==> config.mk <==
export PLATFORM = sky130hd
export DESIGN_NAME = nsr_host
export DESIGN_NICKNAME = d
export VERILOG_FILES = /design/src/rtl/nsr_pkg.sv /design/src/rtl/nsr_cyc_if.sv /design/src/rtl/nsr_pin_eng.sv /design/src/rtl/nsr_host.sv
export SDC_FILE = /design/constraint.sdc
export NUM_CORES = 1
export LEC_CHECK = 0
export BUFFER_PORTS_ARGS = -buffer_cell sky130_fd_sc_hd__clkbuf_2
export CORE_ASPECT_RATIO = 0.7
export CORE_MARGIN = 2
export CORE_UTILIZATION = 33
export CTS_CLUSTER_DIAMETER = 100
export DETAILED_ROUTE_END_ITERATION = 7
export SLEW_MARGIN = 30
export SYNTH_ARGS = -nofsm -noshare
export SYNTH_HDL_FRONTEND = slang
export SYNTH_SLANG_ARGS = --single-unit
export TNS_END_PERCENT = 20
==> constraint.sdc <==
create_clock -name pclk -period 3.1 [get_ports pclk]
set_clock_uncertainty 0.2 [all_clocks]
set_input_delay 0.62 -clock pclk [delete_from_list [all_inputs] [get_ports pclk]]
set_output_delay 0.62 -clock pclk [all_outputs]
set_load 0.05 [all_outputs]
==> src/rtl/nsr_pkg.sv <==
// package: register map, commands, pin timing and field layouts for the nand status/reset/id host
package nsr_pkg;
   // host command registers (apb, byte addresses)
   localparam logic [7:0] NSR_REG_CTRL   = 8'h00;
   localparam logic [7:0] NSR_REG_ADDR   = 8'h04;
   localparam logic [7:0] NSR_REG_STATUS = 8'h08;
   localparam logic [7:0] NSR_REG_DATA   = 8'h0c;
   localparam logic [7:0] NSR_REG_ID0    = 8'h10;
   localparam logic [7:0] NSR_REG_ID1    = 8'h14;
   // ctrl fields
   localparam int NSR_CTRL_GO_BIT  = 8;
   localparam int NSR_CTRL_CNT_LSB = 12;
   // device commands
   localparam logic [7:0] NSR_CMD_READ    = 8'h00;
   localparam logic [7:0] NSR_CMD_STATUS  = 8'h70;
   localparam logic [7:0] NSR_CMD_STATENH = 8'h78;
   localparam logic [7:0] NSR_CMD_READID  = 8'h90;
   localparam logic [7:0] NSR_CMD_RESET   = 8'hff;
   localparam logic [7:0] NSR_ID_ADDR     = 8'h00;
   // status byte fields
   localparam int NSR_SB_FAIL = 0;
   localparam int NSR_SB_OTP  = 3;
   localparam int NSR_SB_ECC  = 4;
   localparam int NSR_SB_ARDY = 5;
   localparam int NSR_SB_RDY  = 6;
   localparam int NSR_SB_WPN  = 7;
   localparam logic [7:0] NSR_SB_RST_WPHI = 8'he0;
   localparam logic [7:0] NSR_SB_RST_WPLO = 8'h60;
   // pin timing: each strobe phase lasts this long
   localparam int NSR_CLK_NS     = 50;
   localparam int NSR_PHASE_NS   = 50;
   localparam int NSR_PHASE_CYC  = (NSR_PHASE_NS + NSR_CLK_NS - 1) / NSR_CLK_NS;
   localparam logic [3:0] NSR_PHASE_CNT = 4'(NSR_PHASE_CYC);
   localparam int NSR_ID_MAX     = 5;
   localparam logic [2:0] NSR_ID_MAX3 = 3'(NSR_ID_MAX);
   typedef enum logic [1:0] {NSR_BUS_CMD, NSR_BUS_ADR, NSR_BUS_RD} nsr_bus_e;
endpackage

==> src/rtl/nsr_cyc_if.sv <==
// interface: one nand bus cycle request between sequencer and pin engine
`timescale 1ns/1ps
interface nsr_cyc_if;
   import nsr_pkg::*;
   logic     req;
   nsr_bus_e kind;
   logic [7:0] wdat;
   logic     done;
   logic [7:0] rdat;
   modport seq (output req, kind, wdat, input done, rdat);
   modport eng (input req, kind, wdat, output done, rdat);
endinterface

==> src/rtl/nsr_pin_eng.sv <==
// pin engine: runs one command, address or read cycle on the nand pins
`timescale 1ns/1ps
module nsr_pin_eng
   import nsr_pkg::*;
(
   input  wire logic       pclk,
   input  wire logic       presetn,
   nsr_cyc_if.eng          cyc,
   output logic            ce_n_q,
   output logic            cle_q,
   output logic            ale_q,
   output logic            we_n_q,
   output logic            read_strobe_n_q,
   output logic [7:0]      io_out_q,
   output logic            io_oe_q,
   input  wire logic [7:0] io_in
);
   typedef enum logic [1:0] {ST_IDLE, ST_LOW, ST_HIGH} eng_st_e;
   eng_st_e    st_q, st_d;
   logic [3:0] cnt_q, cnt_d;
   logic       ce_d, cle_d, ale_d, we_d, re_d, oe_d, done_d, done_q;
   logic [7:0] io_d, rd_d, rd_q;

   assign cyc.done = done_q;
   assign cyc.rdat = rd_q;

   always_comb begin
      st_d = st_q; cnt_d = cnt_q; ce_d = ce_n_q; cle_d = cle_q; ale_d = ale_q;
      we_d = we_n_q; re_d = read_strobe_n_q; oe_d = io_oe_q; io_d = io_out_q;
      rd_d = rd_q; done_d = 1'b0;
      case (st_q)
         ST_IDLE: if (cyc.req && !done_q) begin
            st_d  = ST_LOW; cnt_d = NSR_PHASE_CNT; ce_d = 1'b0;
            cle_d = (cyc.kind == NSR_BUS_CMD);
            ale_d = (cyc.kind == NSR_BUS_ADR);
            oe_d  = (cyc.kind != NSR_BUS_RD);
            io_d  = cyc.wdat;
            if (cyc.kind == NSR_BUS_RD) re_d = 1'b0;
            else we_d = 1'b0;
         end
         ST_LOW: if (cnt_q > 4'd1) cnt_d = cnt_q - 4'd1;
         else begin
            // data sampled while the read strobe is still low, before it rises
            if (!read_strobe_n_q) rd_d = io_in;
            we_d = 1'b1; re_d = 1'b1; st_d = ST_HIGH; cnt_d = NSR_PHASE_CNT;
         end
         ST_HIGH: if (cnt_q > 4'd1) cnt_d = cnt_q - 4'd1;
         else begin
            cle_d = 1'b0; ale_d = 1'b0; oe_d = 1'b0; done_d = 1'b1; st_d = ST_IDLE;
         end
         default: st_d = ST_IDLE;
      endcase
   end

   always_ff @(posedge pclk or negedge presetn) begin
      if (!presetn) begin
         st_q <= ST_IDLE; cnt_q <= 4'h0; ce_n_q <= 1'b1; cle_q <= 1'b0; ale_q <= 1'b0;
         we_n_q <= 1'b1; read_strobe_n_q <= 1'b1; io_oe_q <= 1'b0; io_out_q <= 8'h00;
         rd_q <= 8'h00; done_q <= 1'b0;
      end else begin
         st_q <= st_d; cnt_q <= cnt_d; ce_n_q <= ce_d; cle_q <= cle_d; ale_q <= ale_d;
         we_n_q <= we_d; read_strobe_n_q <= re_d; io_oe_q <= oe_d; io_out_q <= io_d;
         rd_q <= rd_d; done_q <= done_d;
      end
   end
endmodule // nsr_pin_eng

==> src/rtl/nsr_host.sv <==
// host controller: issues status, enhanced status, reset and id sequences to a nand device
// How it works
// - device stays in status mode; host sends 00h before data reads.
// - multi-die shared enable: host uses enhanced status 78h, not 70h; the host's own status read after reset always sends 70h.
// - host sends die/plane address after 78h; status of that plane returns.
// - reset must be the first command after power-on.
// - 90h plus address 00h gives id mode; five or four bytes.
// - after id, host sends dummy 00h before status 70h.
//
// Design decisions made here: register access over APB and the address map.
`timescale 1ns/1ps
module nsr_host
   import nsr_pkg::*;
(
   input  wire logic        pclk,
   input  wire logic        presetn,
   input  wire logic        psel,
   input  wire logic        penable,
   input  wire logic        pwrite,
   input  wire logic [7:0]  paddr,
   input  wire logic [31:0] pwdata,
   output logic [31:0]      prdata,
   output logic             pready,
   output logic             pslverr,
   output logic             ce_n_q,
   output logic             cle_q,
   output logic             ale_q,
   output logic             we_n_q,
   output logic             read_strobe_n_q,
   output logic [7:0]       io_out_q,
   output logic             io_oe_q,
   input  wire logic [7:0]  io_in,
   input  wire logic        ready_busy_n
);
   typedef enum logic [2:0] {S_IDLE, S_PRE, S_CMD, S_ADR, S_RD, S_WAIT} seq_st_e;
   nsr_cyc_if cyc ();

   seq_st_e    st_q, st_d;
   logic [7:0] cmd_q, cmd_d, adr_q, adr_d, last_q, last_d, stat_q, stat_d;
   logic [2:0] n_q, n_d, idx_q, idx_d;
   logic [7:0] idb_q [NSR_ID_MAX];
   logic [7:0] idb_d [NSR_ID_MAX];
   logic       busy_q, busy_d, rst_seen_q, rst_seen_d, err_q, err_d;
   logic       req_q, req_d;
   nsr_bus_e   kind_q, kind_d;
   logic [7:0] wdat_q, wdat_d;
   logic [31:0] prdata_d;
   logic       pready_d;

   assign cyc.req  = req_q;
   assign cyc.kind = kind_q;
   assign cyc.wdat = wdat_q;

   function automatic logic wr_hit(input logic [7:0] a);
      // a write lands on the edge where the master samples pready high
      wr_hit = psel && penable && pwrite && pready && (paddr == a);
   endfunction

   nsr_pin_eng u_eng (
      .pclk            (pclk),
      .presetn         (presetn),
      .cyc             (cyc),
      .ce_n_q          (ce_n_q),
      .cle_q           (cle_q),
      .ale_q           (ale_q),
      .we_n_q          (we_n_q),
      .read_strobe_n_q (read_strobe_n_q),
      .io_out_q        (io_out_q),
      .io_oe_q         (io_oe_q),
      .io_in           (io_in)
   );

   ////////////////////////////////////////////////////////////////////////////////////////
   // sequencer
   always_comb begin
      st_d = st_q; cmd_d = cmd_q; adr_d = adr_q; last_d = last_q; stat_d = stat_q;
      n_d = n_q; idx_d = idx_q; busy_d = busy_q; rst_seen_d = rst_seen_q; err_d = err_q;
      req_d = req_q; kind_d = kind_q; wdat_d = wdat_q;
      for (int i = 0; i < NSR_ID_MAX; i++) idb_d[i] = idb_q[i];
      if (wr_hit(NSR_REG_ADDR)) adr_d = pwdata[7:0];
      case (st_q)
         S_IDLE: if (wr_hit(NSR_REG_CTRL) && pwdata[NSR_CTRL_GO_BIT]) begin
            cmd_d = pwdata[7:0];
            n_d = pwdata[NSR_CTRL_CNT_LSB +: 3];
            if (n_d == 3'd0) n_d = 3'd1;
            if (n_d > NSR_ID_MAX3) n_d = NSR_ID_MAX3;
            idx_d = 3'd0; busy_d = 1'b1; err_d = 1'b0;
            // the device ignores anything before its first reset
            if (!rst_seen_q && pwdata[7:0] != NSR_CMD_RESET) begin
               err_d = 1'b1; busy_d = 1'b0;
            end else if (pwdata[7:0] == NSR_CMD_STATUS &&
                         (last_q == NSR_CMD_READID)) begin
               st_d = S_PRE; req_d = 1'b1; kind_d = NSR_BUS_CMD; wdat_d = NSR_CMD_READ;
            end else begin
               st_d = S_CMD; req_d = 1'b1; kind_d = NSR_BUS_CMD; wdat_d = pwdata[7:0];
            end
         end
         S_PRE: if (cyc.done) begin
            st_d = S_CMD; kind_d = NSR_BUS_CMD; wdat_d = cmd_q;
         end
         S_CMD: if (cyc.done) begin
            last_d = cmd_q;
            if (cmd_q == NSR_CMD_RESET) begin
               rst_seen_d = 1'b1; req_d = 1'b0; st_d = S_WAIT;
            end else if (cmd_q == NSR_CMD_READID) begin
               kind_d = NSR_BUS_ADR; wdat_d = NSR_ID_ADDR; st_d = S_ADR;
            end else if (cmd_q == NSR_CMD_STATENH) begin
               kind_d = NSR_BUS_ADR; wdat_d = adr_q; st_d = S_ADR;
            end else if (cmd_q == NSR_CMD_STATUS) begin
               kind_d = NSR_BUS_RD; wdat_d = 8'h00; st_d = S_RD;
            end else begin
               req_d = 1'b0; busy_d = 1'b0; st_d = S_IDLE;
            end
         end
         S_ADR: if (cyc.done) begin
            kind_d = NSR_BUS_RD; wdat_d = 8'h00; st_d = S_RD;
         end
         S_RD: if (cyc.done) begin
            if (cmd_q == NSR_CMD_READID) idb_d[idx_q] = cyc.rdat;
            else stat_d = cyc.rdat;
            if (idx_q + 3'd1 >= n_q) begin
               req_d = 1'b0; busy_d = 1'b0; st_d = S_IDLE;
            end
            idx_d = idx_q + 3'd1;
         end
         // wait out the reset busy time on ready/busy, then read status once
         S_WAIT: if (ready_busy_n) begin
            req_d = 1'b1; kind_d = NSR_BUS_CMD; wdat_d = NSR_CMD_STATUS;
            cmd_d = NSR_CMD_STATUS; n_d = 3'd1; idx_d = 3'd0; st_d = S_CMD;
         end
         default: st_d = S_IDLE;
      endcase
   end

   ////////////////////////////////////////////////////////////////////////////////////////
   // apb slave: one wait state, reads are side-effect free
   always_comb begin
      pready_d = psel && penable && !pready;
      prdata_d = 32'h0000_0000;
      if (psel && penable && !pready && !pwrite) begin
         case (paddr)
            NSR_REG_CTRL:   prdata_d = {24'h000000, cmd_q};
            NSR_REG_ADDR:   prdata_d = {24'h000000, adr_q};
            NSR_REG_STATUS: prdata_d = {28'h0000000, rst_seen_q, err_q, ready_busy_n, busy_q};
            NSR_REG_DATA:   prdata_d = {24'h000000, stat_q};
            NSR_REG_ID0:    prdata_d = {idb_q[3], idb_q[2], idb_q[1], idb_q[0]};
            NSR_REG_ID1:    prdata_d = {24'h000000, idb_q[4]};
            default:        prdata_d = 32'h0000_0000;
         endcase
      end
   end

   always_ff @(posedge pclk or negedge presetn) begin
      if (!presetn) begin
         st_q <= S_IDLE; cmd_q <= 8'h00; adr_q <= 8'h00; last_q <= 8'h00; stat_q <= 8'h00;
         n_q <= 3'd0; idx_q <= 3'd0; busy_q <= 1'b0; rst_seen_q <= 1'b0; err_q <= 1'b0;
         req_q <= 1'b0; kind_q <= NSR_BUS_CMD; wdat_q <= 8'h00;
         for (int i = 0; i < NSR_ID_MAX; i++) idb_q[i] <= 8'h00;
         prdata <= 32'h0000_0000; pready <= 1'b0; pslverr <= 1'b0;
      end else begin
         st_q <= st_d; cmd_q <= cmd_d; adr_q <= adr_d; last_q <= last_d; stat_q <= stat_d;
         n_q <= n_d; idx_q <= idx_d; busy_q <= busy_d; rst_seen_q <= rst_seen_d;
         err_q <= err_d; req_q <= req_d; kind_q <= kind_d; wdat_q <= wdat_d;
         for (int i = 0; i < NSR_ID_MAX; i++) idb_q[i] <= idb_d[i];
         prdata <= prdata_d; pready <= pready_d;
         pslverr <= pready_d && !(paddr inside {NSR_REG_CTRL, NSR_REG_ADDR, NSR_REG_STATUS,
                                                NSR_REG_DATA, NSR_REG_ID0, NSR_REG_ID1});
      end
   end
endmodule // nsr_host

# [Yosys cells after proc, flatten, opt, wreduce, memory -nomap -nowiden]
# Cells that the tools add are included.
[word_totals] regBits=158 in_bits=54 output_inout_bits=48 elab_cells=233
[op_classes] add_sub_neg=2 order_cmp=5 eq_ne=44 mux=96 n_bitwise=4 reduce_logical=50
[ops] operator="$pmux 32 s6" count=1
[ops] operator="$mux 8" count=13
[ops] operator="$mux 3" count=21
[ops] operator="$bwmux 40" count=1
[ops] operator="$pmux 8 s5" count=1
[ops] operator="$mux 32" count=1
[ops] operator="$mux 2" count=14
[ops] operator="$mux 1" count=26
[ops] operator="$demux 8 s3" count=1
[ops] operator="$eq 8x7->1 const B" count=3
[ops] operator="$eq 8x8->1 const B" count=3
[ops] operator="$ne 2x2->1 const B" count=12
[ops] operator="$reduce_and 3->1" count=8
[ops] operator="$pmux 3 s6" count=1
[ops] operator="$reduce_and 9->1" count=2
[ops] operator="$eq 8x4->1 const B" count=2
[ops] operator="$eq 8x5->1 const B" count=2
[ops] operator="$pmux 8 s2" count=1
[ops] operator="$ne 2x1->1 const B" count=7
[ops] operator="$logic_and 1x1->1" count=13
[ops] operator="$mux 4" count=3
[ops] operator="$pmux 4 s3" count=1
[ops] operator="$reduce_and 4->1" count=3
[ops] operator="$pmux 1 s2" count=5
[ops] operator="36 further kinds" count=56

# [Longest topological paths before layout]
# Gate-level depths: netlist of the first run.
[depth] ltp_word=11 depth_mapped=8 ltp_nobuf=8

# [Hierarchy]
# From an unflattened synthesis of the first run, not the netlist that was laid out.
[hier_totals] hier_cells=583 hier_area_um2=7179.4
[modules_own_cells] module="nsr_host" n_inst=1 cells_per_inst=466 area_per_inst_um2=5793.1 seq_area_each_um2=3228.1
[modules_own_cells] module="nsr_pin_eng" n_inst=1 cells_per_inst=117 area_per_inst_um2=1386.3 seq_area_each_um2=729.4

# [Least setup slack after synthesis of the first run]
# OpenSTA, ideal clock, no wires.
[synth_timing] path_kind="reg-to-reg" startpoint="register idx_q[0]" endpoint="register req_q, in the netlist cyc.req" setup_ps=125 arrival_ps=2231 required_time_ps=2775 slack_ps=545 stages_incl_launch_ff=9 n_path_buf=0 synth_period_minus_slack_ps=2555 path_cell_list="dfrtp_1 ha_1 xor2_1 ha_1 nand2_1 o21ai_0 o21ai_0 a2111oi_0 mux2_2"
[synth_between] elab_chain_cells=4
[synth_lines] item="start, declared" line="nsr_host.sv:40" rtl="logic [2:0] n_q, n_d, idx_q, idx_d;"
[synth_lines] item="start signal, assigned" line="nsr_host.sv:162" rtl="n_q <= n_d; idx_q <= idx_d; busy_q <= busy_d; rst_seen_q <= rst_seen_d;"
[synth_lines] item="$add 3x1->3" line="nsr_host.sv:121" rtl="if (idx_q + 3'd1 >= n_q) begin"
[synth_lines] item="$ge 3x3->1" line="nsr_host.sv:121"
[synth_lines] item="$ne 2x2->1 (no line)"
[synth_lines] item="$reduce_and 10->1 (no line)"
[synth_lines] item="end signal, assigned" line="nsr_host.sv:163" rtl="err_q <= err_d; req_q <= req_d; kind_q <= kind_d; wdat_q <= wdat_d;"
[synth_lines] item="end, declared" line="nsr_host.sv:44" rtl="logic req_q, req_d;"
# Every way passes these cells.
# A chain may end at the register's enable or synchronous reset.

# [Worst setup path in the final report of the first run]
# Ends and elaborated chain as after synthesis.

==> summary.md, run 1 <==
| Metric | Value |
|---|---|
| Sequential fraction of design power | `44.8%` |
| Post-CTS Resized | `0` |
| Largest cells by area after synthesis | `dfrtp_1, mux2_2, and3_1` |
| Die width | `180.2 um` |
| ANT cells | `0` |
| FF+latch area | `3958 sq um` |
| Root buffer cell | `clkbuf_16` |
| Post-synth net total | `645` |
| Area of the multi-input gates | `3052 sq um` |
| Fillers | `2108` |
| Internal Pwr Total | `3754 uW` |
| Crit path cell chain | `ha_1, xor2_1, ha_1, nand2_1, o21ai_0, o21ai_0, a2111oi_0, mux2_2` |
| Largest net degree at the start of global routing | `64` |
| #FFs+latches synth | `158` |
| Switching Share | `29.70%` |
| NetSw | `1586 uW` |
| Synth area leader | `dfrtp_1` |
| Final-report hold violation count | `0` |
| Total CTS buffers | `17` |
| Worst Setup End Kind | `flop` |
| Rel. slew slack | `46.05%` |
| H-tree levels | `4` |
| Crit path max-delay family | `compound AO/OA/AOI/OAI gates` |
| Mapped Area | `7174 sq um` |
| Fraction of registers with async set/reset | `100.0%` |
| CTS tree | `yes` |
| Status | `complete, no violations` |
| Xor and xnor area share after synthesis | `0.2442%` |
| Setup_tns | `0 ns` |
| Tot GR Track Use | `16.33%` |
| Max stage delay on crit path | `0.48 ns` |
| Placer congestion estimate | `0.8119` |
| Power share of the clock group | `39.9%` |
| FMAX | `372.9 MHz` |
| Crit path DAT | `2.80 ns` |
| DRC Markers | `0` |
| Syn. warnings | `0` |
| Synthesized netlist cell count | `581` |
| IO Count | `102` |
| Die area | `22950 sq um` |
| Fraction of layout cells with a size suffix above 1 | `36.78%` |
| Nets | `747` |
| Static Leakage | `0.004424 uW` |
| Rows | `45` |
| Combinational group share of total power | `15.3%` |
| Post-Synth Simple-Gate Area | `13.67%` |
| Max-cap violations | `0` |
| Initial Utilization | `33.36%` |
| Power per cell area | `616.8 nW/um^2` |
| Clock Path Buffers | `2` |
| Post-CTS setup buffers | `0` |
| Core region area | `21510 sq um` |
| Synth cell count leaders | `dfrtp_1, mux2_2, nor2_1` |
| Vias in the first global route | `5128` |
| Area growth from synthesis to layout | `20.67%` |
| Finished Core Util | `40.25%` |
| IO buf count | `81` |
| CP max stage cell | `a2111oi_0` |
| Crit Path Class | `flop to flop` |
| DR vias/cell | `5.120` |
| Crit path time final | `2.682 ns` |
| Worst-Skew Late Latency | `0.43 ns` |
| Average instance area after synthesis | `12.35 sq um` |
| Synth top area share | `54.06%` |
| Flop-to-flop setup slack | `0.42 ns` |
| Final wirelength | `17740 um` |
| Number of synthesized flops with an enable pin | `0` |
| Post-DRT Antenna Nets | `0` |
| Count leader, synth | `dfrtp_1` |
| First-pass GRT wire length | `29040 um` |
| Final worst-path cycle share | `86.51%` |
| Synth Flop Type | `dfrtp_1` |
| Initial antenna violation count | `0` |
| Drt first-iter violations | `518` |
| Post-synthesis sequential area ratio | `55.16%` |
| GRT Residual Overflow | `0` |
| Crit Path Max Fanout | `2` |
| Buffers plus inverters on the worst setup path | `0` |
| Worst-path clk slew | `0.06 ns` |
| RSZ-0062 raised after global routing | `false` |
| CTS Sinks | `158` |
| Crit start category | `flop` |
| Hold Crit Class | `input port to flop` |
| Die Y-Extent | `127.4 um` |
| Via count | `5007` |
| Worst Max-Slew Pin Slew | `0.8063 ns` |
| Cell variety after synth | `65` |
| Post-synthesis mux area share | `17.49%` |
| Compound-cell area share of the yosys netlist | `9.383%` |
| HPWL Detailed | `12740 um` |
| Setup violators final | `0` |
| Drt pass-1 iters | `5` |
| Max IR drop VDD | `353.6 uV` |
| Routed WL per cell | `18.14 um` |
| Fin. max-slew vios | `0` |
| Critical Path RT | `3.22 ns` |
| Adder-cell share of the synthesized area | `1.744%` |
| Largest family of logic cells by synthesized area | `multiplexers` |
cells in the final DEF, fill, tap and decap left out, types with 8 or more instances in the layout:
master	synthesis	final
nor3_1	10	10
ha_1	10	10
mux2_2	101	101
inv_1	21	21
nor2_1	31	31
clkbuf_16	0	17
a21oi_1	25	25
buf_4	0	21
a22o_1	11	11
a22oi_1	13	13
nand3_1	8	8
dfrtp_1	155	155
and3_1	30	30
nand2_1	25	25
clkbuf_2	1	80
o21ai_0	13	13
path summary, 6_finish.rpt:
kind / startpoint / to / cells past startpoint
max in group asynchronous: presetn / u_eng.ce_n_q$_DFFE_PN1P_ / 3
min reg2reg: cyc.wdat[3]$_DFFE_PN0P_ / cyc.wdat[3]$_DFFE_PN0P_ / 1
min: io_in[1] / u_eng.cyc.rdat[1]$_DFFE_PN0P_ / 2
min in group asynchronous: presetn / prdata[3]$_DFF_PN0_ / 2
max: idx_q[0]$_DFFE_PN0P_ / cyc.req$_DFFE_PN0P_ / 8
max reg2reg: idx_q[0]$_DFFE_PN0P_ / cyc.req$_DFFE_PN0P_ / 8
area by class of cell:
type | count | share of cell area, %
multi-input cells | 380 | 35.25
clock buffers | 19 | 5.116
clock inverters | 13 | 1.778
flip-flops and latches | 158 | 45.71
well taps | 282 | 4.076
repair buffers | 105 | 7.154
inverters | 21 | 0.9105
power groups by stage:
stage          Combinational, uW  Clock (uW)  Sequential [uW]
2_1_floorplan                582           0             2360
3_3_place_gp                 814           0             2430
3_5_place_dp                 825           0             2430
4_1_cts                      830        2170             2390
5_1_grt                      940        2280             2420
6_report                     816        2130             2390
per-stage QoR:
step | hold WS, ns | setup slack, ns | total power, uW | cell area, sq um | instances
after floorplan | 0.1244 | 0.5446 | 2938 | 7174 | 581
after global placement | 0.2607 | 0.2556 | 3240 | 8050 | 945
after detailed placement | 0.2684 | 0.2707 | 3255 | 8050 | 945
after CTS | 0.2052 | 0.4479 | 5393 | 8657 | 978
after global routing | 0.2098 | 0.1643 | 5631 | 8657 | 978
final | 0.2127 | 0.4183 | 5340 | 8657 | 978
metal layers:
metal / GRT usage, % / vias up / wire (um)
met5: 0 / - / 0
met4: 5.693 / 0 / 334
met3: 4.048 / 26 / 955
met2: 22.83 / 134 / 7498
met1: 24.50 / 2520 / 8949
li1: - / 2327 / -
flip-flops by register name, summed over array words and instances (netlist names), 8 cells and up:
signal / cells
adr_q: 8
cmd_q: 8
cyc.wdat: 8
idb_q: 40
last_q: 8
prdata: 32
stat_q: 8
u_eng.cyc.rdat: 8
u_eng.io_out_q: 8
what timing repair did:
| item | 4_1_cts | 5_1_grt |
|---|---|---|
| setup endpoints to repair | 0 | 0 |
| hold buffers | 1 | 0 |
| endpoints found under the hold margin | 6 | 0 |
kinds of logic after synthesis:
logic type | Yosys count
adders and majority gates | 10
DFF | 158
muxes | 111
and+or+nand+nor | 160
xor gates and xnor gates | 2
AOI/OAI and AO/OA | 97
buffers and inverters | 43
worst register-to-register path, delay by kind of cell (launching register included):
family	cells	cell delay [ns]
flip-flops	1	0.38
AO/OA/AOI/OAI	3	0.88
multiplexers	1	0.40
adder cells (fa/ha/maj)	2	0.50
XOR/XNOR	1	0.16
AND/OR/NAND/NOR	1	0.05
(Power assumes the default switching activity.)
==> run 2, diff against run 1 <==
--- a/config.mk
+++ b/config.mk
@@ -6,11 +6,14 @@
 export NUM_CORES = 1
 export LEC_CHECK = 0
 export BUFFER_PORTS_ARGS = -buffer_cell sky130_fd_sc_hd__clkbuf_2
+export CELL_PAD_IN_SITES_DETAIL_PLACEMENT = 0
+export CELL_PAD_IN_SITES_GLOBAL_PLACEMENT = 1
 export CORE_ASPECT_RATIO = 0.7
 export CORE_MARGIN = 2
 export CORE_UTILIZATION = 33
 export CTS_CLUSTER_DIAMETER = 100
 export DETAILED_ROUTE_END_ITERATION = 7
+export PLACE_DENSITY_LB_ADDON = 0.1
 export SLEW_MARGIN = 30
 export SYNTH_ARGS = -nofsm -noshare
 export SYNTH_HDL_FRONTEND = slang
==> run 2 against run 1 <==
Design area about the same. Sequential share of layout area hardly changed. Utilization about the same. Power fell by 1.9%. Cell count is 0.72% higher. Fmax hardly changed. Die area unchanged. Routed wire length grew 6.0%.
==> summary.md, run 2 (synthesis gave the netlist of run 1 again) <==
| Metric | Value |
|---|---|
| Status | `complete, no violations` |
| Crit Path Class | `flop to flop` |
| Worst-Skew Late Latency | `0.42 ns (about the same)` |
| Core region area | `21510 sq um (unchanged)` |
| NetSw | `1561 uW (-1.6%)` |
| Static Leakage | `0.004431 uW (+0.15%)` |
| Final-report hold violation count | `0 (unchanged)` |
| Fin. max-slew vios | `0 (unchanged)` |
| Hold Crit Class | `input port to flop` |
| Fillers | `2123 (+0.71%)` |
| Most common cell after layout, fill and taps aside | `dfrtp_1` |
| Via count | `5072 (+1.3%)` |
| Area growth from synthesis to layout | `20.65% (about the same)` |
| Vias in the first global route | `5206 (+1.5%)` |
| CTS tree | `yes` |
| Clock Path Buffers | `2 (unchanged)` |
| Die Y-Extent | `127.4 um (unchanged)` |
| Crit Path Max Fanout | `2 (unchanged)` |
| Final wirelength | `18810 um (+6.0%)` |
| FMAX | `372.9 MHz (about the same)` |
| DRC Markers | `0 (unchanged)` |
| DR vias/cell | `5.149 (+0.58%)` |
| H-tree levels | `4 (unchanged)` |
| Crit start category | `flop` |
| Largest net degree at the start of global routing | `59 (-7.8%)` |
| Routed WL per cell | `19.10 um (+5.3%)` |
| GRT Residual Overflow | `0 (unchanged)` |
| Critical Path RT | `3.21 ns (about the same)` |
| Max-cap violations | `0 (unchanged)` |
| IO Count | `102 (unchanged)` |
| Placer congestion estimate | `0.8384 (+3.3%)` |
| Internal Pwr Total | `3675 uW (-2.1%)` |
| Total CTS buffers | `17 (unchanged)` |
| Final worst-path cycle share | `86.50% (about the same)` |
| Die width | `180.2 um (unchanged)` |
| Post-CTS setup buffers | `0 (unchanged)` |
| Max stage delay on crit path | `0.46 ns (-0.02 ns)` |
| Worst Setup End Kind | `flop` |
| Power share of the clock group | `37.9% (-2.0 points)` |
| Power per cell area | `604.9 nW/um^2 (-1.9%)` |
| Crit path time final | `2.681 ns (-0.0002200 ns)` |
| FF+latch area | `3958 sq um (unchanged)` |
| HPWL Detailed | `14160 um (+11%)` |
| WP depth | `8 (unchanged)` |
| CP max stage cell | `a2111oi_0` |
| Root buffer cell | `clkbuf_16` |
| Rows | `45 (unchanged)` |
| Crit path cell chain | `ha_1, xor2_1, ha_1, nand2_1, o21ai_0, o21ai_0, a2111oi_0, mux2_2` |
| Initial Utilization | `33.36% (unchanged)` |
| Worst-path clk slew | `0.06 ns (about the same)` |
| Largest registers | `idb_q (40), prdata (32)` |
| Combinational group share of total power | `16.1% (+0.8 points)` |
| Area of the multi-input gates | `3052 sq um (unchanged)` |
| Worst Max-Slew Pin Slew | `0.6489 ns (-0.1574 ns)` |
| Max reg flops | `40 (unchanged)` |
| Finished Layout Cells | `985 (+0.72%)` |
| Fraction of layout cells with a size suffix above 1 | `36.89% (+0.11 points)` |
| Most frequent cells in the layout | `dfrtp_1, mux2_2, clkbuf_2, nor2_1, and3_1` |
| DP Area | `8090 sq um (+0.50%)` |
| Crit path max-delay family | `compound AO/OA/AOI/OAI gates` |
| Die area | `22950 sq um (unchanged)` |
| Tot GR Track Use | `17.23% (+0.89 points)` |
| Reg2reg path depth | `8 (unchanged)` |
| Rel. slew slack | `56.74% (+11 points)` |
| Setup_tns | `0 ns (unchanged)` |
| IO buf count | `81 (unchanged)` |
| Initial antenna violation count | `0 (unchanged)` |
| RSZ-0062 raised after global routing | `false` |
| Final Hold Slack | `0.2316 ns (+0.01891 ns)` |
| Nets | `754 (+0.94%)` |
| Placed cell count | `952 (+0.74%)` |
| CTS Sinks | `158 (unchanged)` |
| Setup violators final | `0 (unchanged)` |
| Post-DRT Antenna Nets | `0 (unchanged)` |
| Buffers plus inverters on the worst setup path | `0 (unchanged)` |
| Drt first-iter violations | `305 (-41%)` |
| Worst hold stages | `2 (unchanged)` |
| Drt pass-1 iters | `5 (unchanged)` |
| Switching Share | `29.81% (+0.11 points)` |
| Crit path DAT | `2.79 ns (about the same)` |
| Reg with most FFs | `idb_q` |
| Max IR drop VDD | `350.9 uV (-0.77%)` |
| Finished Cell Area | `8656 sq um (about the same)` |
| Sequential fraction of design power | `46.1% (+1.3 points)` |
| First-pass GRT wire length | `30100 um (+3.7%)` |
## run 2: cell types whose count changed in the layout (fill, tap and decap cells not counted), sizes merged
| cell | before | now |
|---|---|---|
| diode | 0 | 1 |
| clkinv | 2 | 4 |
| bufinv | 2 | 1 |
| clkinvlp | 3 | 2 |
| buf | 24 | 31 |
| inv | 27 | 22 |
| clkbuf | 99 | 103 |
## run 2: what timing repair did
item,4_1_cts,5_1_grt
hold endpoints to repair,55,0
hold buffers,1,0
resized for setup,0,0
## run 2: metrics by stage
step           power, uW  worst slack (ns)  utilization [%]
6_report            5236            0.4185            40.24
3_5_place_dp        3298            0.2447            37.61
5_1_grt             5530            0.3176            40.23
2_1_floorplan       2938            0.5446                -
4_1_cts             5312            0.4166            40.23
3_3_place_gp        3258            0.2491            37.61
## run 2: final cells by class
class | count | share of cell area, %
diodes | 1 | 0.02891
repair buffers | 112 | 7.618
clock buffers | 23 | 5.406
inverters | 21 | 0.9107
clock inverters | 8 | 0.9829
multi-input cells | 380 | 35.26
flip-flops and latches | 158 | 45.72
well taps | 282 | 4.076
## run 2: metal layers
metal  GRT usage (%)  vias up  share of wire (%)
met2           23.78      121                 42
met4           4.554        0               0.96
met5               0        -                  0
met1           26.64     2593                 52
li1                -     2344                  -
met3           4.247       14                5.1
## run 2: power by group through the flow
stage	Combinational (uW)	Clock, uW	Sequential, uW
4_1_cts	848	2050	2420
6_report	841	1980	2410
5_1_grt	949	2140	2440
2_1_floorplan	582	0	2360
3_5_place_dp	844	0	2450
3_3_place_gp	812	0	2450
## run 2: final timing paths
check                                startpoint                       endpoint  slack, ns
setup reg to reg           idx_q[1]$_DFFE_PN0P_            cyc.req$_DFFE_PN0P_       0.42
min in group asynchronous               presetn          idb_q[18]$_DFFE_PN0P_       0.52
hold / removal                         io_in[4]  u_eng.cyc.rdat[4]$_DFFE_PN0P_       0.23
max in group asynchronous               presetn          idb_q[11]$_DFFE_PN0P_       1.43
hold reg to reg               err_q$_DFFE_PN0P_              err_q$_DFFE_PN0P_       0.27
setup / recovery           idx_q[1]$_DFFE_PN0P_            cyc.req$_DFFE_PN0P_       0.42
==> run 3, diff against run 2 <==
--- a/config.mk
+++ b/config.mk
@@ -5,6 +5,7 @@
 export SDC_FILE = /design/constraint.sdc
 export NUM_CORES = 1
 export LEC_CHECK = 0
+export ABC_AREA = 1
 export BUFFER_PORTS_ARGS = -buffer_cell sky130_fd_sc_hd__clkbuf_2
 export CELL_PAD_IN_SITES_DETAIL_PLACEMENT = 0
 export CELL_PAD_IN_SITES_GLOBAL_PLACEMENT = 1
==> run 3 against run 2 <==
Via count up 14%. Flip-flop and latch count unchanged. Die area up 4.1%. Clock-buffer cell count down 4. Synthesized cell count up 51%. Highest routed layer unchanged. Critical path depth up 4. Global-route usage up 0.55 points. Worst hold slack worse by 0.021 ns. Sequential power down 14%. Cell count up 29%. Largest cell class unchanged.
==> summary.md, run 3 <==
| Metric | Value |
|---|---|
| Post-synth net total | `944 (+46%)` |
| Largest registers | `idb_q (40), prdata (32)` |
| Drt pass-1 iters | `4 (-1)` |
| CTS Sinks | `158 (unchanged)` |
| Rows | `46 (+2.2%)` |
| Syn. warnings | `0 (unchanged)` |
| HPWL Detailed | `14290 um (+0.87%)` |
| DR WL met2 | `7580 um (-4.1%)` |
| Post-CTS Resized | `0 (unchanged)` |
| Crit start category | `flop` |
| DR vias/cell | `4.543 (-12%)` |
| Metal3 WL | `712 um (-25%)` |
| Hold Startpoint | `pwdata[12]` |
| Final worst-path cycle share | `74.54% (-12 points)` |
| Clock Path Buffers | `2 (unchanged)` |
| Pre-CTS WS | `0.7415 ns (+0.4968 ns)` |
| Die width | `183.9 um (+2.1%)` |
| GRT Residual Overflow | `0 (unchanged)` |
| Count leader, synth | `nand2_1` |
| Initial antenna violation count | `0 (unchanged)` |
| Worst hold stages | `3 (+1)` |
| Crit path cell chain | `ha_1, xor2_1, ha_1, nand2_1, nor2_1, nor2_1, nand3_1, nand2_1, nor2_8, nand2_2, nand2_1, nand2_1` |
| Drt first-iter violations | `393 (+29%)` |
| Post-CTS setup buffers | `0 (unchanged)` |
| Crit path from | `idx_q[0]$_DFFE_PN0P_` |
| Fin. max-slew vios | `0 (unchanged)` |
| Synthesized netlist cell count | `880 (+51%)` |
| Crit path DAT | `2.45 ns (-0.34 ns)` |
| Finished Cell Area | `8792 sq um (+1.6%)` |
| Initial Utilization | `33.32% (-0.040 points)` |
| Worst Max-Slew Pin Slew | `0.6994 ns (+0.05046 ns)` |
| Placer congestion estimate | `0.7819 (-6.7%)` |
| Synth area leader | `dfrtp_1` |
| Crit path time final | `2.311 ns (-0.3709 ns)` |
| Top routing layer in use | `met4` |
| Worst-path clk slew | `0.06 ns (about the same)` |
| Root buffer cell | `clkbuf_16` |
| Post-synthesis sequential area ratio | `52.92% (-2.2 points)` |
| Flop-to-flop setup slack | `0.79 ns (+0.37 ns)` |
| Post-DRT Antenna Nets | `0 (unchanged)` |
| Crit Path Max Fanout | `7 (+5)` |
| Reg2reg path depth | `12 (+4)` |
| Worst reg2reg startpoint | `idx_q[0]$_DFFE_PN0P_` |
| Die area | `23900 sq um (+4.1%)` |
| Max reg flops | `40 (unchanged)` |
| Reg with most FFs | `idb_q` |
| DP Area | `8208 sq um (+1.5%)` |
| Hold Crit Class | `input port to flop` |
| Routed WL per cell | `15.42 um (-19%)` |
| Mapped Area | `7478 sq um (+4.2%)` |
| H-tree levels | `4 (unchanged)` |
| Final wirelength | `19550 um (+4.0%)` |
| Most Frequent Cell on Critical Path | `nand2_1` |
| Tot GR Track Use | `17.78% (+0.55 points)` |
| Power per cell area | `487.9 nW/um^2 (-19%)` |
| Fraction of layout cells with a size suffix above 1 | `19.49% (-17 points)` |
| RSZ-0062 raised after global routing | `false` |
| ANT cells | `0 (-1)` |
| Setup WS post-layout | `0.7894 ns (+0.3709 ns)` |
| Crit path max-delay family | `simple AND/OR/NAND/NOR gates` |
| Vias in the first global route | `5683 (+9.2%)` |
| Max stage delay on crit path | `0.50 ns (+0.04 ns)` |
| Total CTS buffers | `17 (unchanged)` |
| FMAX | `432.8 MHz (+16%)` |
| M1 WL | `11150 um (+14%)` |
| Average instance area after synthesis | `8.498 sq um (-31%)` |
| Hold Path Sink | `n_q[0]$_DFFE_PN0P_` |
| DRC Markers | `0 (unchanged)` |
| Finished Core Util | `39.17% (-1.1 points)` |
| Worst-Skew Late Latency | `0.44 ns (+0.02 ns)` |
| Synth cell count leaders | `nand2_1, dfrtp_1, nor2_1` |
| Crit Path Class | `flop to flop` |
| Max-cap violations | `0 (unchanged)` |
| Setup_tns | `0 ns (unchanged)` |
| Final Hold Slack | `0.2109 ns (-0.02065 ns)` |
| Synth top area share | `51.87% (-2.2 points)` |
| Critical Path RT | `3.24 ns (+0.03 ns)` |
| Most frequent cells in the layout | `nand2_1, dfrtp_1, nor2_1, clkbuf_2, inv_1` |
| Fraction of registers with async set/reset | `100.0% (unchanged)` |
| Rel. slew slack | `53.06% (-3.7 points)` |
| IO Count | `102 (unchanged)` |
| Die Y-Extent | `130.0 um (+2.0%)` |
| Static Leakage | `0.004515 uW (+1.9%)` |
| Fillers | `2330 (+9.8%)` |
| Via count | `5760 (+14%)` |
| Setup violators final | `0 (unchanged)` |
| Max IR drop VDD | `356.6 uV (+1.6%)` |
| Synth Flop Type | `dfrtp_1` |
| Cell variety after synth | `40 (-38%)` |
| First-pass GRT wire length | `32150 um (+6.8%)` |
| Most common cell after layout, fill and taps aside | `nand2_1` |
| Largest net degree at the start of global routing | `62 (+5.1%)` |
| #FFs+latches synth | `158 (unchanged)` |
| Number of synthesized flops with an enable pin | `0 (unchanged)` |
| Largest cells by area after synthesis | `dfrtp_1, nand2_1, nor2_1` |
| Buffers plus inverters on the worst setup path | `0 (unchanged)` |
| Nets | `1031 (+37%)` |
| CTS tree | `yes` |
| Worst Setup End Kind | `flop` |
| Area growth from synthesis to layout | `17.57%` |
| Core region area | `22450 sq um (+4.4%)` |
| IO buf count | `81 (unchanged)` |
| Status | `complete, no violations` |
| Reg2reg end | `st_q[2]$_DFFE_PN0P_` |
| Final-report hold violation count | `0 (unchanged)` |
| CP max stage cell | `dfrtp_1` |
==> run 3: changes by cell type after synthesis, moves of 18 or more <==
cell,previous run,this run
mux2_2,101,2
nand3_1,8,55
inv_1,21,75
o21ai_1,0,24
nand2_1,25,277
and3_1,30,0
nor2_1,31,95
o21ai_0,13,42
o21ai_2,0,18
==> run 3: cell type report <==
cell class,count,area (sq um),share of cell area [%]
inverter,85,319.1,3.629
sequential,158,3958,45.01
clock buffer,19,442.9,5.038
multi-input combinational,617,3077,34.99
clock inverter,13,131.4,1.494
timing repair buffer,88,504.2,5.735
tap,288,360.3,4.098
==> run 3: cell families (layout without fill, tap and decap cells) <==
logic type | after synthesis | after routing | share of synthesized area [%]
compound gates | 118 | 118 | 9.403
xor+xnor | 3 | 3 | 0.3514
fa+ha+maj | 10 | 10 | 1.673
buf+inv | 105 | 205 | 5.939
flops | 158 | 158 | 52.92
mux | 2 | 2 | 0.3011
simple gates | 484 | 484 | 29.41
==> run 3: layer usage <==
layer,GRT usage [%],up-vias
met5,0,-
met2,23.37,82
li1,-,3002
met3,4.019,8
met4,4.329,0
met1,28.70,2668
==> run 3: worst max path at each step <==
stage                                 to  slack (ns)  cells after the start
floorplan            st_q[0]$_DFFE_PN0P_        0.99                     12
global placement    adr_q[5]$_DFFE_PN0P_        0.74                      8
detailed placement  adr_q[4]$_DFFE_PN0P_        0.74                      8
CTS                  st_q[2]$_DFFE_PN0P_        0.78                     12
global route         st_q[2]$_DFFE_PN0P_        0.64                     12
finish               st_q[2]$_DFFE_PN0P_        0.79                     12
==> run 3: what timing repair did <==
item	in CTS	in global routing
hold buffers	1	0
endpoints found under the setup margin	0	0
hold endpoints to repair	45	0
==> run 3: worst reg2reg max path, stage by stage, from the launching register on <==
cell and delay, ns:
dfrtp_1 0.50, ha_1 0.26, xor2_1 0.16, ha_1 0.32, nand2_1 0.06, nor2_1 0.10, nor2_1 0.05, nand3_1 0.08
nand2_1 0.13, nor2_8 0.18, nand2_2 0.07, nand2_1 0.06, nand2_1 0.05
==> run 3: where the power goes <==
group | internal [uW] | leakage, uW | switching (uW) | total, uW
combinational | 33.1 | 0.00211 | 112 | 145
sequential | 2070 | 0.00212 | 2.47 | 2070
clock | 1140 | 0.000276 | 931 | 2070
total | 3240 | 0.00452 | 1040 | 4290
==> run 3: through the flow <==
step                      cells  total power, uW
after floorplan             880             2154
after global placement     1235             2260
after detailed placement   1235             2259
after CTS                  1268             4370
after global routing       1268             4475
final                      1268             4290
